## src/include/scwa_pkg.sv

```systemverilog
// Constants for the system control word assembler.
// Assumes one 40 MHz clock and a symbol strobe from the OFDM timing.
`default_nettype none
package scwa_pkg;
    // ------------------------------------------------------------------
    // Word layout
    // ------------------------------------------------------------------
    localparam int          WORD_W        = 32;
    localparam logic [6:0]  SYNC_HI       = 7'h32;
    localparam logic        SYNC_B22      = 1'b1;
    localparam logic        SYNC_B17      = 1'b0;
    localparam logic [1:0]  SYNC_LO       = 2'h3;
    localparam logic        RSV_B21       = 1'b0;
    localparam logic        RSV_B15       = 1'b0;
    localparam logic [2:0]  RSV_B8_6      = 3'h0;
    localparam int          POS_SYNC_HI   = 25;
    localparam int          POS_PWR       = 24;
    localparam int          POS_PAR3      = 23;
    localparam int          POS_HPID      = 20;
    localparam int          POS_AUD       = 19;
    localparam int          POS_PAR2      = 18;
    localparam int          POS_RBW       = 16;
    localparam int          POS_BLK       = 12;
    localparam int          POS_PAR1      = 11;
    localparam int          POS_SMODE     = 1;
    localparam int          POS_PAR0      = 0;
    // ------------------------------------------------------------------
    // Service modes and timing
    // ------------------------------------------------------------------
    localparam logic [4:0]  SMODE_NONE    = 5'h00;
    localparam logic [4:0]  SMODE_HYBRID  = 5'h01;
    localparam logic [4:0]  SMODE_ALL_DIG = 5'h02;
    localparam logic [4:0]  SYMS_PER_BLK  = 5'h1f;
    localparam logic [2:0]  BLK_RST       = 3'h0;
    localparam int          FIFO_DEPTH    = 16;
    localparam int          FIFO_AW       = 4;
endpackage : scwa_pkg
`default_nettype wire

```

## src/rtl/scwa_fifo.sv

```systemverilog
// Synchronous FIFO with valid/ready on both sides.
// Assumes one clock and an asynchronous active high reset.
`timescale 1ns/1ps
`default_nettype none
module scwa_fifo #(
    parameter int WIDTH = 32,
    parameter int DEPTH = 16,
    parameter int AW    = 4
) (
    input  wire logic             clock,
    input  wire logic             sys_rst,
    input  wire logic [WIDTH-1:0] in_data,
    input  wire logic             in_valid,
    output logic                  in_ready,
    output logic [WIDTH-1:0]      out_data,
    output logic                  out_valid,
    input  wire logic             out_ready
);
    logic [WIDTH-1:0] mem [DEPTH];
    logic [AW-1:0]    wr_ff;
    logic [AW-1:0]    rd_ff;
    logic [AW:0]      cnt_ff;
    logic             push;
    logic             pop;

    assign in_ready  = (cnt_ff != (AW+1)'(DEPTH));
    assign out_valid = (cnt_ff != '0);
    assign out_data  = mem[rd_ff];
    assign push      = in_valid && in_ready;
    assign pop       = out_valid && out_ready;

    always_ff @(posedge clock) begin
        if (push) begin
            mem[wr_ff] <= in_data;
        end
    end

    always_ff @(posedge clock or posedge sys_rst) begin
        if (sys_rst) begin
            wr_ff  <= '0;
            rd_ff  <= '0;
            cnt_ff <= '0;
        end else begin
            if (push) wr_ff <= wr_ff + 1'b1;
            if (pop)  rd_ff <= rd_ff + 1'b1;
            cnt_ff <= cnt_ff + (AW+1)'(push) - (AW+1)'(pop);
        end
    end
endmodule : scwa_fifo
`default_nettype wire

```

## src/rtl/scwa_serializer.sv

```systemverilog
// Shifts a 32-bit word out most significant bit first.
// Assumes the sink takes a bit whenever bit_valid and bit_ready meet.
`timescale 1ns/1ps
`default_nettype none
module scwa_serializer (
    input  wire logic        clock,
    input  wire logic        sys_rst,
    input  wire logic [31:0] word_data,
    input  wire logic        word_valid,
    output logic             word_ready,
    output logic             bit_data_ff,
    output logic             bit_valid_ff,
    input  wire logic        bit_ready
);
    logic [31:0] sh_ff;
    logic [5:0]  left_ff;
    logic        take;

    // Reload only on the edge that takes the last bit from the output stage, or once it has left
    assign word_ready = (left_ff == 6'h00) && !(bit_valid_ff && !bit_ready);
    assign take       = word_valid && word_ready;

    always_ff @(posedge clock or posedge sys_rst) begin
        if (sys_rst) begin
            sh_ff        <= '0;
            left_ff      <= '0;
            bit_data_ff  <= 1'b0;
            bit_valid_ff <= 1'b0;
        end else if (take) begin
            bit_data_ff  <= word_data[31];
            bit_valid_ff <= 1'b1;
            sh_ff        <= {word_data[30:0], 1'b0};
            left_ff      <= 6'h1f;
        end else if (!bit_valid_ff || bit_ready) begin
            bit_valid_ff <= (left_ff != 6'h00);
            bit_data_ff  <= sh_ff[31];
            sh_ff        <= {sh_ff[30:0], 1'b0};
            if (left_ff != 6'h00) left_ff <= left_ff - 6'h01;
        end
    end
endmodule : scwa_serializer
`default_nettype wire

```

## src/rtl/scwa_assembler.sv

```systemverilog
// System control word assembler: builds one 32-bit word per block.
// Assumes sym_strobe pulses once per OFDM symbol and a mapper that
// takes bits on a valid/ready pair.
//
// Functional notes
// - Fixed sync bits in every word
// - Bit 24 is the power level flag
// - Parity bits 23 and 18 are even
// - Parity bits 11 and 0 are even
// - Bit 19 is the audio bandwidth flag
// - Bit 20 ids flag, bit 16 reduced bandwidth
// - Block counter modulo eight, every 32 symbols
// - Bits 5:1 carry the service mode code
// - All-digital mode forces power flag low
// - Reduced bandwidth forces power flag low
// - Otherwise power flag follows control setting
// - Reduced bandwidth forces ids flag low
// - Service mode code values none, hybrid, all-digital
// - Word leaves most significant bit first
// - First block counter after start is zero
`timescale 1ns/1ps
`default_nettype none
module scwa_assembler (
    input  wire logic       clock,
    input  wire logic       sys_rst,
    input  wire logic       tx_enable,
    input  wire logic       sym_strobe,
    input  wire logic       power_level_control,
    input  wire logic       high_power_control,
    input  wire logic       audio_bandwidth_ctl,
    input  wire logic       reduced_bandwidth_ctl,
    input  wire logic [4:0] service_mode_code,
    output logic            bit_data_ff,
    output logic            bit_valid_ff,
    input  wire logic       bit_ready,
    output logic [2:0]      block_counter_ff,
    output logic            block_strobe_ff,
    output logic            word_dropped_ff
);
    // ------------------------------------------------------------------
    // Word build
    // ------------------------------------------------------------------
    function automatic logic even_par(input logic [7:0] v);
        return ^v;
    endfunction : even_par

    typedef enum logic [1:0] {
        SCWA_IDLE = 2'b00,
        SCWA_RUN  = 2'b01
    } scwa_state_t;

    scwa_state_t  state_ff;
    logic [4:0]   sym_cnt_ff;
    logic [2:0]   nxt_blk;
    logic         boundary;
    logic         pwr_flag;
    logic         hpid_flag;
    logic [31:0]  word;
    logic         fifo_in_ready;
    logic [31:0]  fifo_out_data;
    logic         fifo_out_valid;
    logic         ser_ready;
    logic         push_ff;
    logic [31:0]  word_ff;

    // First boundary is the strobe that starts transmission
    assign boundary = sym_strobe && tx_enable &&
        ((state_ff == SCWA_IDLE) || (sym_cnt_ff == scwa_pkg::SYMS_PER_BLK));

    always_comb begin
        if (reduced_bandwidth_ctl) begin
            pwr_flag = 1'b0;
        end else if (service_mode_code == scwa_pkg::SMODE_ALL_DIG) begin
            pwr_flag = 1'b0;
        end else begin
            pwr_flag = power_level_control;
        end
        if (reduced_bandwidth_ctl) begin
            hpid_flag = 1'b0;
        end else begin
            hpid_flag = high_power_control;
        end
    end

    always_comb begin
        word = '0;
        word[31:25] = scwa_pkg::SYNC_HI;
        word[22]    = scwa_pkg::SYNC_B22;
        word[17]    = scwa_pkg::SYNC_B17;
        word[10:9]  = scwa_pkg::SYNC_LO;
        word[21]    = scwa_pkg::RSV_B21;
        word[15]    = scwa_pkg::RSV_B15;
        word[8:6]   = scwa_pkg::RSV_B8_6;
        word[scwa_pkg::POS_PWR]  = pwr_flag;
        word[scwa_pkg::POS_HPID] = hpid_flag;
        word[scwa_pkg::POS_AUD]  = audio_bandwidth_ctl;
        word[scwa_pkg::POS_RBW]  = reduced_bandwidth_ctl;
        word[14:12] = nxt_blk;
        word[5:1]   = service_mode_code;
        word[scwa_pkg::POS_PAR3] = even_par({7'h00, pwr_flag});
        word[scwa_pkg::POS_PAR2] =
            even_par({5'h00, scwa_pkg::RSV_B21, hpid_flag,
                      audio_bandwidth_ctl});
        word[scwa_pkg::POS_PAR1] =
            even_par({3'h0, reduced_bandwidth_ctl, scwa_pkg::RSV_B15,
                      nxt_blk});
        word[scwa_pkg::POS_PAR0] =
            even_par({scwa_pkg::RSV_B8_6, service_mode_code});
    end

    // Counter value for the word being built at this boundary
    assign nxt_blk = (state_ff == SCWA_IDLE) ? scwa_pkg::BLK_RST
                                             : block_counter_ff + 3'h1;

    // ------------------------------------------------------------------
    // Block timing
    // ------------------------------------------------------------------
    always_ff @(posedge clock or posedge sys_rst) begin
        if (sys_rst) begin
            state_ff <= SCWA_IDLE;
        end else begin
            case (state_ff)
                SCWA_IDLE: if (boundary) state_ff <= SCWA_RUN;
                SCWA_RUN:  if (!tx_enable) state_ff <= SCWA_IDLE;
                default:   state_ff <= SCWA_IDLE;
            endcase
        end
    end

    always_ff @(posedge clock or posedge sys_rst) begin
        if (sys_rst) begin
            sym_cnt_ff <= '0;
        end else if (!tx_enable) begin
            sym_cnt_ff <= '0;
        end else if (boundary) begin
            sym_cnt_ff <= '0;
        end else if (sym_strobe) begin
            sym_cnt_ff <= sym_cnt_ff + 5'h01;
        end
    end

    always_ff @(posedge clock or posedge sys_rst) begin
        if (sys_rst) begin
            block_counter_ff <= scwa_pkg::BLK_RST;
        end else if (boundary) begin
            block_counter_ff <= nxt_blk;
        end
    end

    // Word is latched at the boundary so later control changes wait
    always_ff @(posedge clock or posedge sys_rst) begin
        if (sys_rst) begin
            push_ff         <= 1'b0;
            word_ff         <= '0;
            block_strobe_ff <= 1'b0;
        end else begin
            push_ff         <= boundary;
            block_strobe_ff <= boundary;
            if (boundary) word_ff <= word;
        end
    end

    // A full FIFO means the mapper fell behind; the word is lost
    always_ff @(posedge clock or posedge sys_rst) begin
        if (sys_rst) begin
            word_dropped_ff <= 1'b0;
        end else begin
            word_dropped_ff <= push_ff && !fifo_in_ready;
        end
    end

    // ------------------------------------------------------------------
    // Data path
    // ------------------------------------------------------------------
    scwa_fifo #(
        .WIDTH (scwa_pkg::WORD_W),
        .DEPTH (scwa_pkg::FIFO_DEPTH),
        .AW    (scwa_pkg::FIFO_AW)
    ) u_fifo (
        .clock     (clock),
        .sys_rst   (sys_rst),
        .in_data   (word_ff),
        .in_valid  (push_ff),
        .in_ready  (fifo_in_ready),
        .out_data  (fifo_out_data),
        .out_valid (fifo_out_valid),
        .out_ready (ser_ready)
    );

    scwa_serializer u_ser (
        .clock        (clock),
        .sys_rst      (sys_rst),
        .word_data    (fifo_out_data),
        .word_valid   (fifo_out_valid),
        .word_ready   (ser_ready),
        .bit_data_ff  (bit_data_ff),
        .bit_valid_ff (bit_valid_ff),
        .bit_ready    (bit_ready)
    );

    // ------------------------------------------------------------------
    // Checks
    // ------------------------------------------------------------------
    property p_sync_bits;
        @(posedge clock) disable iff (sys_rst)
        boundary |=> (word_ff[31:25] == 7'h32 && word_ff[22] && !word_ff[17]
                      && word_ff[10:9] == 2'h3);
    endproperty
    a_sync_bits: assert property (p_sync_bits)
        else $error("sync bits wrong");

    property p_pwr_rbw;
        @(posedge clock) disable iff (sys_rst)
        (boundary && reduced_bandwidth_ctl) |=> !word_ff[24] && !word_ff[20];
    endproperty
    a_pwr_rbw: assert property (p_pwr_rbw)
        else $error("flags not forced low in reduced bandwidth");

    property p_pwr_alldig;
        @(posedge clock) disable iff (sys_rst)
        (boundary && service_mode_code == 5'h02) |=> !word_ff[24];
    endproperty
    a_pwr_alldig: assert property (p_pwr_alldig)
        else $error("power flag set in all-digital");

    property p_pwr_follow;
        @(posedge clock) disable iff (sys_rst)
        (boundary && !reduced_bandwidth_ctl && service_mode_code != 5'h02)
        |=> word_ff[24] == $past(power_level_control);
    endproperty
    a_pwr_follow: assert property (p_pwr_follow)
        else $error("power flag does not follow control");

    property p_parity;
        @(posedge clock) disable iff (sys_rst)
        push_ff |-> !(^word_ff[24:23]) && !(^word_ff[21:18])
                    && !(^word_ff[16:11]) && !(^word_ff[8:0]) ^ 1'b0;
    endproperty
    a_parity: assert property (p_parity)
        else $error("parity not even");

    property p_blk_first;
        @(posedge clock) disable iff (sys_rst)
        (boundary && state_ff == SCWA_IDLE) |=> block_counter_ff == 3'h0;
    endproperty
    a_blk_first: assert property (p_blk_first)
        else $error("first block count not zero");

    property p_blk_step;
        @(posedge clock) disable iff (sys_rst)
        (boundary && state_ff == SCWA_RUN)
        |=> block_counter_ff == $past(block_counter_ff) + 3'h1;
    endproperty
    a_blk_step: assert property (p_blk_step)
        else $error("block count did not step");

    property p_fields;
        @(posedge clock) disable iff (sys_rst)
        boundary |=> word_ff[5:1] == $past(service_mode_code)
                     && word_ff[19] == $past(audio_bandwidth_ctl)
                     && word_ff[16] == $past(reduced_bandwidth_ctl)
                     && word_ff[21] == 1'b0 && word_ff[15] == 1'b0
                     && word_ff[8:6] == 3'h0;
    endproperty
    a_fields: assert property (p_fields)
        else $error("field placement wrong");

    property p_msb_first;
        @(posedge clock) disable iff (sys_rst)
        (fifo_out_valid && ser_ready) |=> bit_valid_ff
            && bit_data_ff == $past(fifo_out_data[31]);
    endproperty
    a_msb_first: assert property (p_msb_first)
        else $error("first bit out is not bit 31");

    property p_hpid_follow;
        @(posedge clock) disable iff (sys_rst)
        (boundary && !reduced_bandwidth_ctl)
        |=> word_ff[20] == $past(high_power_control);
    endproperty
    a_hpid_follow: assert property (p_hpid_follow)
        else $error("ids flag does not follow control");

    property p_blk_hold;
        @(posedge clock) disable iff (sys_rst)
        !boundary |=> $stable(block_counter_ff);
    endproperty
    a_blk_hold: assert property (p_blk_hold)
        else $error("block count moved between boundaries");

    property p_word_push;
        @(posedge clock) disable iff (sys_rst)
        boundary |=> push_ff && block_strobe_ff;
    endproperty
    a_word_push: assert property (p_word_push)
        else $error("word not queued at boundary");

    // Empty path: bit 31 shows three edges after the boundary; the check looks four edges after
    property p_first_bit;
        @(posedge clock) disable iff (sys_rst)
        (boundary && !fifo_out_valid && !bit_valid_ff) |-> ##4 bit_valid_ff;
    endproperty
    a_first_bit: assert property (p_first_bit)
        else $error("first bit late on an idle path");

    c_start: cover property (@(posedge clock)
        boundary && state_ff == SCWA_IDLE);
    c_alldig: cover property (@(posedge clock)
        boundary && service_mode_code == scwa_pkg::SMODE_ALL_DIG);
    c_wrap: cover property (@(posedge clock)
        boundary && block_counter_ff == 3'h7);
    c_rbw: cover property (@(posedge clock)
        boundary && reduced_bandwidth_ctl);
    c_drop: cover property (@(posedge clock) word_dropped_ff);
endmodule : scwa_assembler
`default_nettype wire

```

## config.mk

```make
export PLATFORM = sky130hd
export DESIGN_NAME = scwa_assembler
export DESIGN_NICKNAME = d
export VERILOG_FILES = /design/src/include/scwa_pkg.sv /design/src/rtl/scwa_fifo.sv /design/src/rtl/scwa_serializer.sv /design/src/rtl/scwa_assembler.sv
export SDC_FILE = /design/constraint.sdc
export NUM_CORES = 1
export LEC_CHECK = 0
export BUFFER_PORTS_ARGS = -buffer_cell sky130_fd_sc_hd__buf_2
export CORE_MARGIN = 3
export CORE_UTILIZATION = 35
export CTS_CLUSTER_SIZE = 14
export DETAILED_ROUTE_END_ITERATION = 8
export SYNTH_ARGS = -nofsm -noshare
export SYNTH_HDL_FRONTEND = slang
export SYNTH_SLANG_ARGS = --single-unit
```

## constraint.sdc

```tcl
create_clock -name clock -period 4.2 [get_ports clock]
set_clock_uncertainty 0.1 [all_clocks]
set_input_delay 0.84 -clock clock [delete_from_list [all_inputs] [get_ports clock]]
set_output_delay 0.84 -clock clock [all_outputs]
set_load 0.01 [all_outputs]
```

==> results of run 1 <==
worst max-delay path, cell delays in order, from the launching register on:
cell	delay, ns
dfrtp_1	0.40
inv_1	0.09
ha_1	0.14
or4b_4	0.51
nor4_4	0.24
ha_1	0.27
inv_1	0.06
ha_1	0.15
inv_1	0.05
fa_1	0.39
inv_1	0.07
a21oi_1	0.06
o21bai_1	0.15
xnor2_1	0.13
cell families (layout without fill, tap and decap cells):
kind of cell | Yosys count | count (layout) | synth area share, %
adders and majority gates | 19 | 19 | 1.841
buffers and inverters | 64 | 142 | 2.103
muxes | 72 | 72 | 11.47
AOI/OAI and AO/OA | 105 | 105 | 5.672
and+or+nand+nor | 141 | 141 | 5.803
DFF | 332 | 332 | 71.97
xor gates and xnor gates | 15 | 15 | 1.146
power groups by stage:
stage                     combinational (mW)  clock [mW]  sequential, mW
after floorplan                         1.00           0            4.14
after global placement                  1.23           0            4.34
after detailed placement                1.24           0            4.35
after CTS                               1.25        3.10            4.29
after global routing                    1.34        3.24            4.34
final                                   1.23        3.03            4.28
sequential cells by signal, summed over array words and instances (netlist names):
register	count
sym_cnt_ff	5
u_ser.sh_ff	31
state_ff	1
word_dropped_ff	1
u_ser.left_ff	6
u_fifo.mem	256
u_ser.bit_valid_ff	1
push_ff	1
u_fifo.rd_ff	4
u_fifo.wr_ff	4
u_ser.bit_data_ff	1
word_ff	14
block_counter_ff	2
u_fifo.cnt_ff	5
metrics by stage:
stage               cells  hold slack, ns  util, %  total power, mW
finish               1330          0.2240    41.36            8.541
global route         1330          0.2502    41.36            8.919
CTS                  1330          0.2256    41.36            8.639
detailed placement   1266          0.3794    38.31            5.594
global placement     1266          0.3737    38.31            5.571
floorplan             748          0.3548        -            5.147
synth_stat cells, types with 2 or more instances:
master	instances	area, µm²
nor4_1	4	25.02
nor3b_1	3	22.52
clkinv_1	2	7.510
nand2b_1	15	93.84
xor2_1	3	26.28
o22ai_1	8	50.05
buf_1	3	11.26
inv_1	23	86.33
nor2_1	13	48.80
nand3_1	6	30.03
edfxtp_1	256	7687
a21oi_1	4	20.02
buf_2	11	55.05
and3_1	5	31.28
and2_1	9	56.30
mux2_2	5	56.30
mux4_2	64	1441
dfrtp_1	76	1902
xnor2_1	10	87.58
mux2i_1	3	30.03
nand2_1	56	210.2
a22oi_1	4	30.03
a21boi_0	3	22.52
o21ai_0	26	130.1
buf_4	5	37.54
o21bai_1	2	15.01
a22o_1	38	332.8
ha_1	18	225.2
o211ai_1	13	97.59
clkbuf_1	19	71.32
nor2b_1	6	37.54
nor3_1	9	45.04
area by class of cell:
cell class | count | area share [%]
clock buffer | 50 | 6.352
sequential | 332 | 62.61
clock inverter | 14 | 1.037
tap | 504 | 4.115
timing repair buffer | 53 | 2.433
inverter | 25 | 0.6205
multi-input combinational | 352 | 22.84
routing by layer:
layer	routed length, µm	GRT usage [%]	vias to the layer above
met5	0	0	-
met4	438	2.861	0
met3	1633	2.297	38
met2	13560	22.96	168
met1	12650	20.47	3599
li1	-	-	3046
worst max-delay path by stage:
stage	from	to	slack, ns
2_1_floorplan	u_ser.left_ff[0]	u_fifo.cnt_ff[4]	1.11
3_3_place_gp	u_ser.left_ff[0]	u_fifo.cnt_ff[4]	1.31
3_5_place_dp	u_ser.left_ff[0]	u_fifo.cnt_ff[4]	1.29
4_1_cts	u_ser.left_ff[0]	u_fifo.cnt_ff[4]	1.28
5_1_grt	u_ser.left_ff[0]	u_fifo.cnt_ff[4]	1.13
6_report	u_ser.left_ff[0]	u_fifo.cnt_ff[4]	1.31
==> reports/results.tsv, run 1 <==
stage	metric	value	unit
pwr	seq_power_share	50.2	%
global_route	grt_pass1_wl	44210	µm
worst_setup_path	crit_fanout	5	
layout	multiInputGateArea	0.003500	mm²
pwr	p_sw_share	25.67	%
die	fp.dieArea	0.04045	mm²
clocking	cts_made_buffers	35	
sta	fmaxAchievable	346.1	MHz
clocking	max-clock-path-buffers	3	
die	die_w	201.1	µm
yosys	synth_edf_count	256	
layout	syn2layout_area_growth	15.02	%
run	cap_violations	0	
routing	num_vias	6851	
layout	antenna_cells	0	
layout	post-route-cell-area	0.01532	mm²
layout	mostFrequentLayoutCell	edfxtp_1	
pwr	p_leak	5.370	nW
yosys	netlist_instances	748	
clocking	holdBufCountCts	0	
sta	relSlewSlack	27.26	%
pwr	switchingPower	2.193	mW
sta	final.setup.worst_slack	1.310	ns
place	preCtsSetupSlack	1.289	ns
pwr	ir_drop	0.3450	mV
global_route	grt_pass1_vias	7085	
yosys	avgSynthCellArea	17.81	µm²
sta	timing_hold_violations_final	0	
pwr	cellPowerDensity	557.3	mW/mm²
worst_setup_path	reg2reg_to	u_fifo.cnt_ff[4]	
yosys	synth_warnings	0	
layout	num-fill-cells	3322	
die	start_util	35.96	%
routing	totalWireLength	28280	µm
worst_setup_path	crit_path_start_kind	flop	
pwr	clkPwrFrac	35.5	%
clocking	clk_latency	0.52	ns
yosys	synth_nets	781	
routing	detail-route-antenna-nets	0	
clocking	clock-sinks	332	
sta	tns	0	ns
pwr	comb_power_share	14.4	%
routing	vias_per_cell	5.151	
pwr	intPower	6.348	mW
worst_setup_path	crit_type	reg2reg	
die	row_count	70	
layout	regArea	0.009594	mm²
yosys	synth.distinct_cells	58	
die	ios	21	
clocking	cts_resized	0	
worst_setup_path	r2r_cells	13	
worst_setup_path	end_kind	flop	
layout	final_nets	832	
min_path	hold_path_class	in2async	
worst_setup_path	worst-endpoint-required	4.53	ns
yosys	synth_area	0.01332	mm²
global_route	grt_max_degree	38	
yosys	synth-seq-cells	332	
yosys	synth-main-ff-cell	edfxtp_1	
sta	setup_viol	0	
worst_setup_path	crit_arrival	3.22	ns
run_status	status	complete, no violations	
worst_setup_path	reg2reg_from	u_ser.left_ff[0]	
place	place_area	0.01419	mm²
routing	drtPass1Iterations	4	
sta	tightest_slew	1.090	ns
sta	fin_crit_sh	68.80	%
clocking	path_clk_slew	0.06	ns
place	portBuffers	20	
sta	layout_min_cycle_time	2.890	ns
yosys	seq_area_frac_synth	71.97	%
routing	route.detailed.drc	0	
routing	first_iter_violations	572	
global_route	antenna_found_initial	0	
clocking	htreeDepth	2	
yosys	synthArstFlopShare	22.89	%
place	dp_hpwl	17450	µm
layout	mostFrequentLayoutCells	256 x edfxtp_1, 74 x dfrtp_1, 64 x mux4_2, 56 x nand2_1, 38 x a22o_1	
clocking	ctsRootBufferMaster	clkbuf_16	
routing	wl_per_cell	21.26	µm
worst_setup_path	reg2reg_slack	1.31	ns
clocking	cts_tree	yes	
place	place.gp.congestion	0.7446	
die	coreArea	0.03705	mm²
sta	rsz0062_at_grt	false	
sta	finalMaxSlewViolations	0	
clocking	cts_setup_buffers	0	
layout	drive_gt1_share	23.24	%
global_route	grt.total_usage	14.18	%
die	die_h	201.1	µm
global_route	grt.overflow.total	0	
(Power assumes the default switching activity.)
==> inputs of run 2 (changes only) <==
clock period = 2.9 ns   (was 4.2 ns; I/O delays follow)
==> reports/results.tsv, run 2 (same netlist as run 1, synthesis figures left out) <==
stage	metric	value	unit	change
run	cap_violations	0		unchanged
clocking	ctsRootBufferMaster	clkbuf_16		unchanged
layout	fin_util	41.92	%	was 41.36%
routing	first_iter_violations	501		was 572
die	row_count	70		unchanged
die	fp.dieArea	0.04045	mm²	unchanged
die	start_util	35.96	%	unchanged
sta	setup_viol	0		unchanged
sta	final.setup.worst_slack	0.07056	ns	was 1.310 ns
place	place_area	0.01434	mm²	was 0.01419 mm²
die	coreArea	0.03705	mm²	unchanged
sta	finalMaxSlewViolations	0		unchanged
pwr	switchingPower	3.315	mW	was 2.193 mW
layout	antenna_cells	0		unchanged
layout	drive_gt1_share	25.63	%	was 23.24%
pwr	clkPwrFrac	34.6	%	was 35.5%
global_route	antenna_found_initial	0		unchanged
routing	wl_per_cell	21.07	µm	was 21.26 µm
die	die_w	201.1	µm	unchanged
routing	num_vias	6840		was 6,851
sta	hold-worst-slack	-0.01578	ns	was 0.2240 ns
sta	layout_min_cycle_time	2.829	ns	was 2.890 ns
routing	vias_per_cell	5.093		was 5.151
run_status	violations	negative hold slack		
pwr	p_leak	5.459	nW	was 5.370 nW
die	die_h	201.1	µm	unchanged
global_route	grt.total_usage	13.96	%	was 14.18%
layout	top_regs	u_fifo.mem: 256 flops, u_ser.sh_ff: 31 flops, word_ff: 14 flops		unchanged
worst_setup_path	crit_path_start_kind	flop		unchanged
pwr	cellPowerDensity	806.6	mW/mm²	was 557.3 mW/mm²
sta	tightest_slew	1.201	ns	was 1.090 ns
worst_setup_path	worst-endpoint-required	3.24	ns	was 4.53 ns
clocking	holdBufCountCts	0		unchanged
layout	mostFrequentLayoutCells	256 x edfxtp_1, 74 x dfrtp_1, 64 x mux4_2, 56 x nand2_1, 40 x buf_4		was 256 x edfxtp_1, 74 x dfrtp_1, 64 x mux4_2, 56 x nand2_1, 38 x a22o_1
clocking	clk_latency	0.52	ns	about the same
clocking	htreeDepth	2		unchanged
worst_setup_path	crit_type	reg2reg		unchanged
place	dp_hpwl	17310	µm	was 17,450 µm
sta	timing_hold_violations_final	12		was 0
global_route	grt.overflow.total	0		unchanged
global_route	grt_pass1_vias	6921		was 7,085
clocking	path_clk_slew	0.06	ns	about the same
sta	relSlewSlack	19.92	%	was 27.26%
layout	largest_register_ffs	256		unchanged
routing	detail-route-antenna-nets	0		unchanged
routing	totalWireLength	28300	µm	was 28,280 µm
pwr	p_sw_share	26.47	%	was 25.67%
pwr	ir_drop	0.4850	mV	was 0.3450 mV
sta	fmaxAchievable	353.4	MHz	was 346.1 MHz
place	portBuffers	20		unchanged
global_route	grt_max_degree	50		was 38
layout	syn2layout_area_growth	16.56	%	was 15.02%
sta	tns	0	ns	unchanged
place	place.gp.congestion	0.7712		was 0.7446
pwr	comb_power_share	16.5	%	was 14.4%
clocking	clock-sinks	332		unchanged
clocking	cts_made_buffers	34		was 35
routing	drtPass1Iterations	4		unchanged
worst_setup_path	end_kind	flop		unchanged
min_path	hold_path_class	in2async		unchanged
pwr	intPower	9.212	mW	was 6.348 mW
global_route	grt_pass1_wl	43620	µm	was 44,210 µm
worst_setup_path	crit_fanout	3		was 5
layout	largest_register	u_fifo.mem		unchanged
routing	route.detailed.drc	0		unchanged
layout	post-route-cell-area	0.01553	mm²	was 0.01532 mm²
layout	mostFrequentLayoutCell	edfxtp_1		unchanged
pwr	seq_power_share	49.0	%	was 50.2%
die	ios	21		unchanged
clocking	cts_tree	yes		unchanged
worst_setup_path	crit_arrival	3.16	ns	was 3.22 ns
sta	fin_crit_sh	97.57	%	was 68.80%
run_status	status	finished with violations		was complete, no violations
clocking	max-clock-path-buffers	3		unchanged
place	preCtsSetupSlack	0.05879	ns	was 1.289 ns
layout	final_nets	846		was 832
[run 2: cell types whose count changed in the layout (fill, tap and decap cells not counted), moves of 2 or more]
cell,before,now
clkbuf_1,12,8
ha_1,18,15
inv_2,0,3
buf_4,31,40
inv_1,22,17
buf_12,2,8
inv_4,0,2
clkbuf_8,2,5
clkinv_2,3,5
nor2b_1,3,5
ha_4,0,3
nor2b_2,3,1
[run 2: cell type report]
class / count / area [µm²]
Clock inverter: 14 / 138.9
Inverter: 25 / 100.1
Tap cell: 504 / 630.6
Timing Repair Buffer: 68 / 560.5
Multi-Input combinational cell: 352 / 3532
Fill cell: 3269 / 21520
Sequential cell: 332 / 9594
Clock buffer: 48 / 974.7
[run 2: metal layers]
layer | routed length (µm) | global-route usage [%]
met1 | 13470 | 21.47
met2 | 12860 | 20.96
met3 | 1464 | 2.200
met4 | 505 | 3.262
met5 | 0 | 0
[run 2: power groups by stage]
stage	registers (mW)	clock network, mW	logic [mW]
3_5_place_dp	6.23	0	2.02
4_1_cts	6.13	4.43	2.03
2_1_floorplan	6.00	0	1.47
6_report	6.13	4.33	2.06
5_1_grt	6.20	4.64	2.25
3_3_place_gp	6.20	0	1.99
[run 2: critical path: stages (launching register included)]
cell	delay, ns
dfrtp_1	0.38
inv_2	0.10
ha_4	0.13
or4b_4	0.49
nor4_4	0.33
ha_4	0.25
inv_4	0.05
ha_4	0.13
inv_4	0.04
fa_2	0.35
inv_2	0.05
a21oi_1	0.05
o21bai_1	0.17
xnor2_1	0.13
[run 2: path summary, 6_finish.rpt]
kind                       slack (ns)  cells after the start          endpoint            startpoint
min                             -0.02                      2  u_fifo.cnt_ff[4]               sys_rst
min in group clock               0.18                      3        word_ff[2]  service_mode_code[1]
max                              0.07                     13  u_fifo.cnt_ff[4]      u_ser.left_ff[1]
min reg2reg                      0.39                      1   u_ser.sh_ff[28]       u_ser.sh_ff[27]
max in group asynchronous        2.02                      3     sym_cnt_ff[2]               sys_rst
max reg2reg                      0.07                     13  u_fifo.cnt_ff[4]      u_ser.left_ff[1]
[run 2: what timing repair did]
item,CTS,global route
endpoints found under the setup margin,0,1
resized for setup,0,6
buffers inserted,0,9
[run 2: through the flow]
stage / power, mW / instances
floorplan: 7.473 / 748
global placement: 8.191 / 1272
detailed placement: 8.248 / 1272
CTS: 12.59 / 1334
global route: 13.08 / 1343
finish: 12.53 / 1343
==> inputs of run 3 (changes only) <==
BUFFER_PORTS_ARGS = default   (was -buffer_cell sky130_fd_sc_hd__buf_2)
DONT_BUFFER_PORTS = 1   (was default)
MAX_ROUTING_LAYER = met4   (was default)
==> reports/results.tsv, run 3 (same netlist as run 1, synthesis figures left out) <==
stage	metric	value	unit	change
run_status	status	complete, no violations		was finished with violations
die	coreArea	0.03705	mm²	unchanged
sta	fmaxAchievable	357.8	MHz	was 353.4 MHz
worst_setup_path	crit_chain	inv_2 > ha_4 > or4b_4 > nor4_4 > ha_4 > inv_2 > ha_4 > inv_2 > fa_2 > inv_2 > a21oi_1 > o21bai_1 > xnor2_1		was inv_2 > ha_4 > or4b_4 > nor4_4 > ha_4 > inv_4 > ha_4 > inv_4 > fa_2 > inv_2 > a21oi_1 > o21bai_1 > xnor2_1
layout	syn2layout_area_growth	16.07	%	was 16.56%
layout	largest_register	u_fifo.mem		unchanged
routing	first_iter_violations	561		was 501
routing	detail-route-antenna-nets	0		unchanged
die	die_w	201.1	µm	unchanged
place	place.gp.congestion	0.7430		was 0.7712
sta	fin_crit_sh	96.38	%	was 97.57%
clocking	htreeDepth	2		unchanged
worst_setup_path	crit_fanout	4		was 3
layout	drive_gt1_share	24.94	%	was 25.63%
worst_setup_path	worst-endpoint-required	3.24	ns	about the same
worst_setup_path	critPathSlowestCell	or4b_4		unchanged
clocking	clk_latency	0.53	ns	was 0.52 ns
routing	drtPass1Iterations	5		was 4
pwr	total_power	12.44	mW	was 12.53 mW
die	ios	21		unchanged
place	dp_cells	1262		was 1,272
routing	vias_per_cell	5.094		was 5.093
layout	stdcell_count	1334		was 1,343
clocking	clock-sinks	332		unchanged
layout	top_regs	u_fifo.mem: 256 flops, u_ser.sh_ff: 31 flops, word_ff: 14 flops		unchanged
place	portBuffers	0		was 20
global_route	grt.total_usage	14.22	%	was 13.96%
place	dp_hpwl	17280	µm	was 17,310 µm
clocking	cts_made_buffers	35		was 34
sta	finalMaxSlewViolations	0		unchanged
worst_setup_path	crit_end	u_fifo.cnt_ff[4]		unchanged
min_path	worstHoldStart	service_mode_code[1]		
global_route	grt_pass1_vias	6883		was 6,921
worst_setup_path	reg2reg_from	u_ser.left_ff[0]		was u_ser.left_ff[1]
run	cap_violations	0		unchanged
worst_setup_path	cp_slowest_stage_delay	0.49	ns	about the same
global_route	grt_max_degree	36		was 50
global_route	antenna_found_initial	0		unchanged
clocking	ctsRootBufferMaster	clkbuf_16		unchanged
routing	num_vias	6795		was 6,840
sta	layout_min_cycle_time	2.795	ns	was 2.829 ns
global_route	grt_pass1_wl	42970	µm	was 43,620 µm
pwr	ir_drop	0.5280	mV	was 0.4850 mV
sta	relSlewSlack	27.33	%	was 19.92%
worst_setup_path	reg2reg_slack	0.11	ns	was 0.07 ns
worst_setup_path	crit_arrival	3.13	ns	was 3.16 ns
worst_setup_path	reg2reg_to	u_fifo.cnt_ff[4]		unchanged
worst_setup_path	path_common_cell	inv_2		was ha_4
clocking	max-clock-path-buffers	3		unchanged
worst_setup_path	crit_path_start_kind	flop		unchanged
place	place_area	0.01429	mm²	was 0.01434 mm²
sta	tightest_slew	1.089	ns	was 1.201 ns
routing	wl_per_cell	20.87	µm	was 21.07 µm
worst_setup_path	startpoint	u_ser.left_ff[0]		was u_ser.left_ff[1]
layout	mostFrequentLayoutCells	256 x edfxtp_1, 74 x dfrtp_1, 64 x mux4_2, 56 x nand2_1, 51 x buf_4		was 256 x edfxtp_1, 74 x dfrtp_1, 64 x mux4_2, 56 x nand2_1, 40 x buf_4
sta	rsz0062_at_grt	true		
layout	largest_register_ffs	256		unchanged
pwr	p_leak	5.411	nW	was 5.459 nW
layout	final_nets	837		was 846
die	fp.dieArea	0.04045	mm²	unchanged
die	start_util	35.96	%	unchanged
routing	totalWireLength	27840	µm	was 28,300 µm
pwr	cellPowerDensity	804.5	mW/mm²	was 806.6 mW/mm²
min_path	hold_path_class	in2reg		was in2async
global_route	grt.overflow.total	0		unchanged
clocking	path_clk_slew	0.06	ns	about the same
layout	mostFrequentLayoutCell	edfxtp_1		unchanged
die	row_count	70		unchanged
worst_setup_path	end_kind	flop		unchanged
worst_setup_path	r2r_cells	13		unchanged
layout	post-route-cell-area	0.01546	mm²	was 0.01553 mm²
die	die_h	201.1	µm	unchanged
layout	antenna_cells	0		unchanged
sta	timing_hold_violations_final	0		was 12
routing	route.detailed.drc	0		unchanged
sta	setup_viol	0		unchanged
clocking	cts_tree	yes		unchanged
worst_setup_path	crit_type	reg2reg		unchanged
## run 3: changes by cell type in the layout (fill, tap and decap cells not counted), sizes merged
cell	delta
buf	-11
clkbuf	-4
clkinvlp	+2
dlygate4sd3	+1
inv	+3
## run 3: worst min path at each step
stage	end	slack [ns]	cells past startpoint
after global placement	u_ser.left_ff[0]	0.37	1
after floorplan	u_ser.left_ff[0]	0.35	1
after global routing	state_ff[0]	0.04	1
after detailed placement	u_ser.left_ff[0]	0.38	1
final	word_ff[2]	0.06	2
after CTS	word_ff[2]	0.04	2
## run 3: layer usage
metal / track usage [%] / vias up / wire length (µm)
met1: 21.05 / 3532 / 13060
li1: - / 3054 / -
met2: 20.74 / 167 / 12890
met5: - / - / 0
met4: 3.036 / 0 / 412
met3: 2.540 / 42 / 1487
## run 3: per-stage QoR
step | setup TNS (ns) | hold slack, ns | util (%) | setup WS (ns)
floorplan | -3.295 | 0.3548 | - | -0.06731
global placement | 0 | 0.3741 | 38.56 | 0.1092
detailed placement | 0 | 0.3765 | 38.56 | 0.05310
CTS | 0 | 0.04153 | 41.55 | 0.03994
global route | -0.01903 | 0.04273 | 41.74 | -0.01903
finish | 0 | 0.06474 | 41.74 | 0.1051
## run 3: critical path, delay by kind of cell (launching register included)
kind                     cells  cell delay, ns
AO/OA/AOI/OAI                2            0.20
flip-flops                   1            0.41
buffers and inverters        4            0.23
adder cells (fa/ha/maj)      4            0.83
AND/OR/NAND/NOR              2            0.83
XOR/XNOR                     1            0.13
## run 3: what timing repair did
item,in CTS,in global routing
setup endpoints to repair,0,1
endpoints found under the hold margin,26,0
hold buffers,1,0
resized for setup,0,4
setup buffers,0,8
## run 3: final cells by class
class / instances / area (µm²)
fill: 3233 / 21580
clock buffer: 44 / 929.6
inverter: 25 / 95.09
timing repair buffer: 58 / 513.0
multi-input combinational: 352 / 3532
sequential: 332 / 9594
tap: 504 / 630.6
clock inverter: 19 / 170.2
## run 3: power breakdown
group,internal [mW],leakage [nW],switching (mW)
Sequential,5.66,3.26,0.510
Combinational,1.03,1.61,0.937
Clock,2.48,0.535,1.83
Total,9.16,5.41,3.28
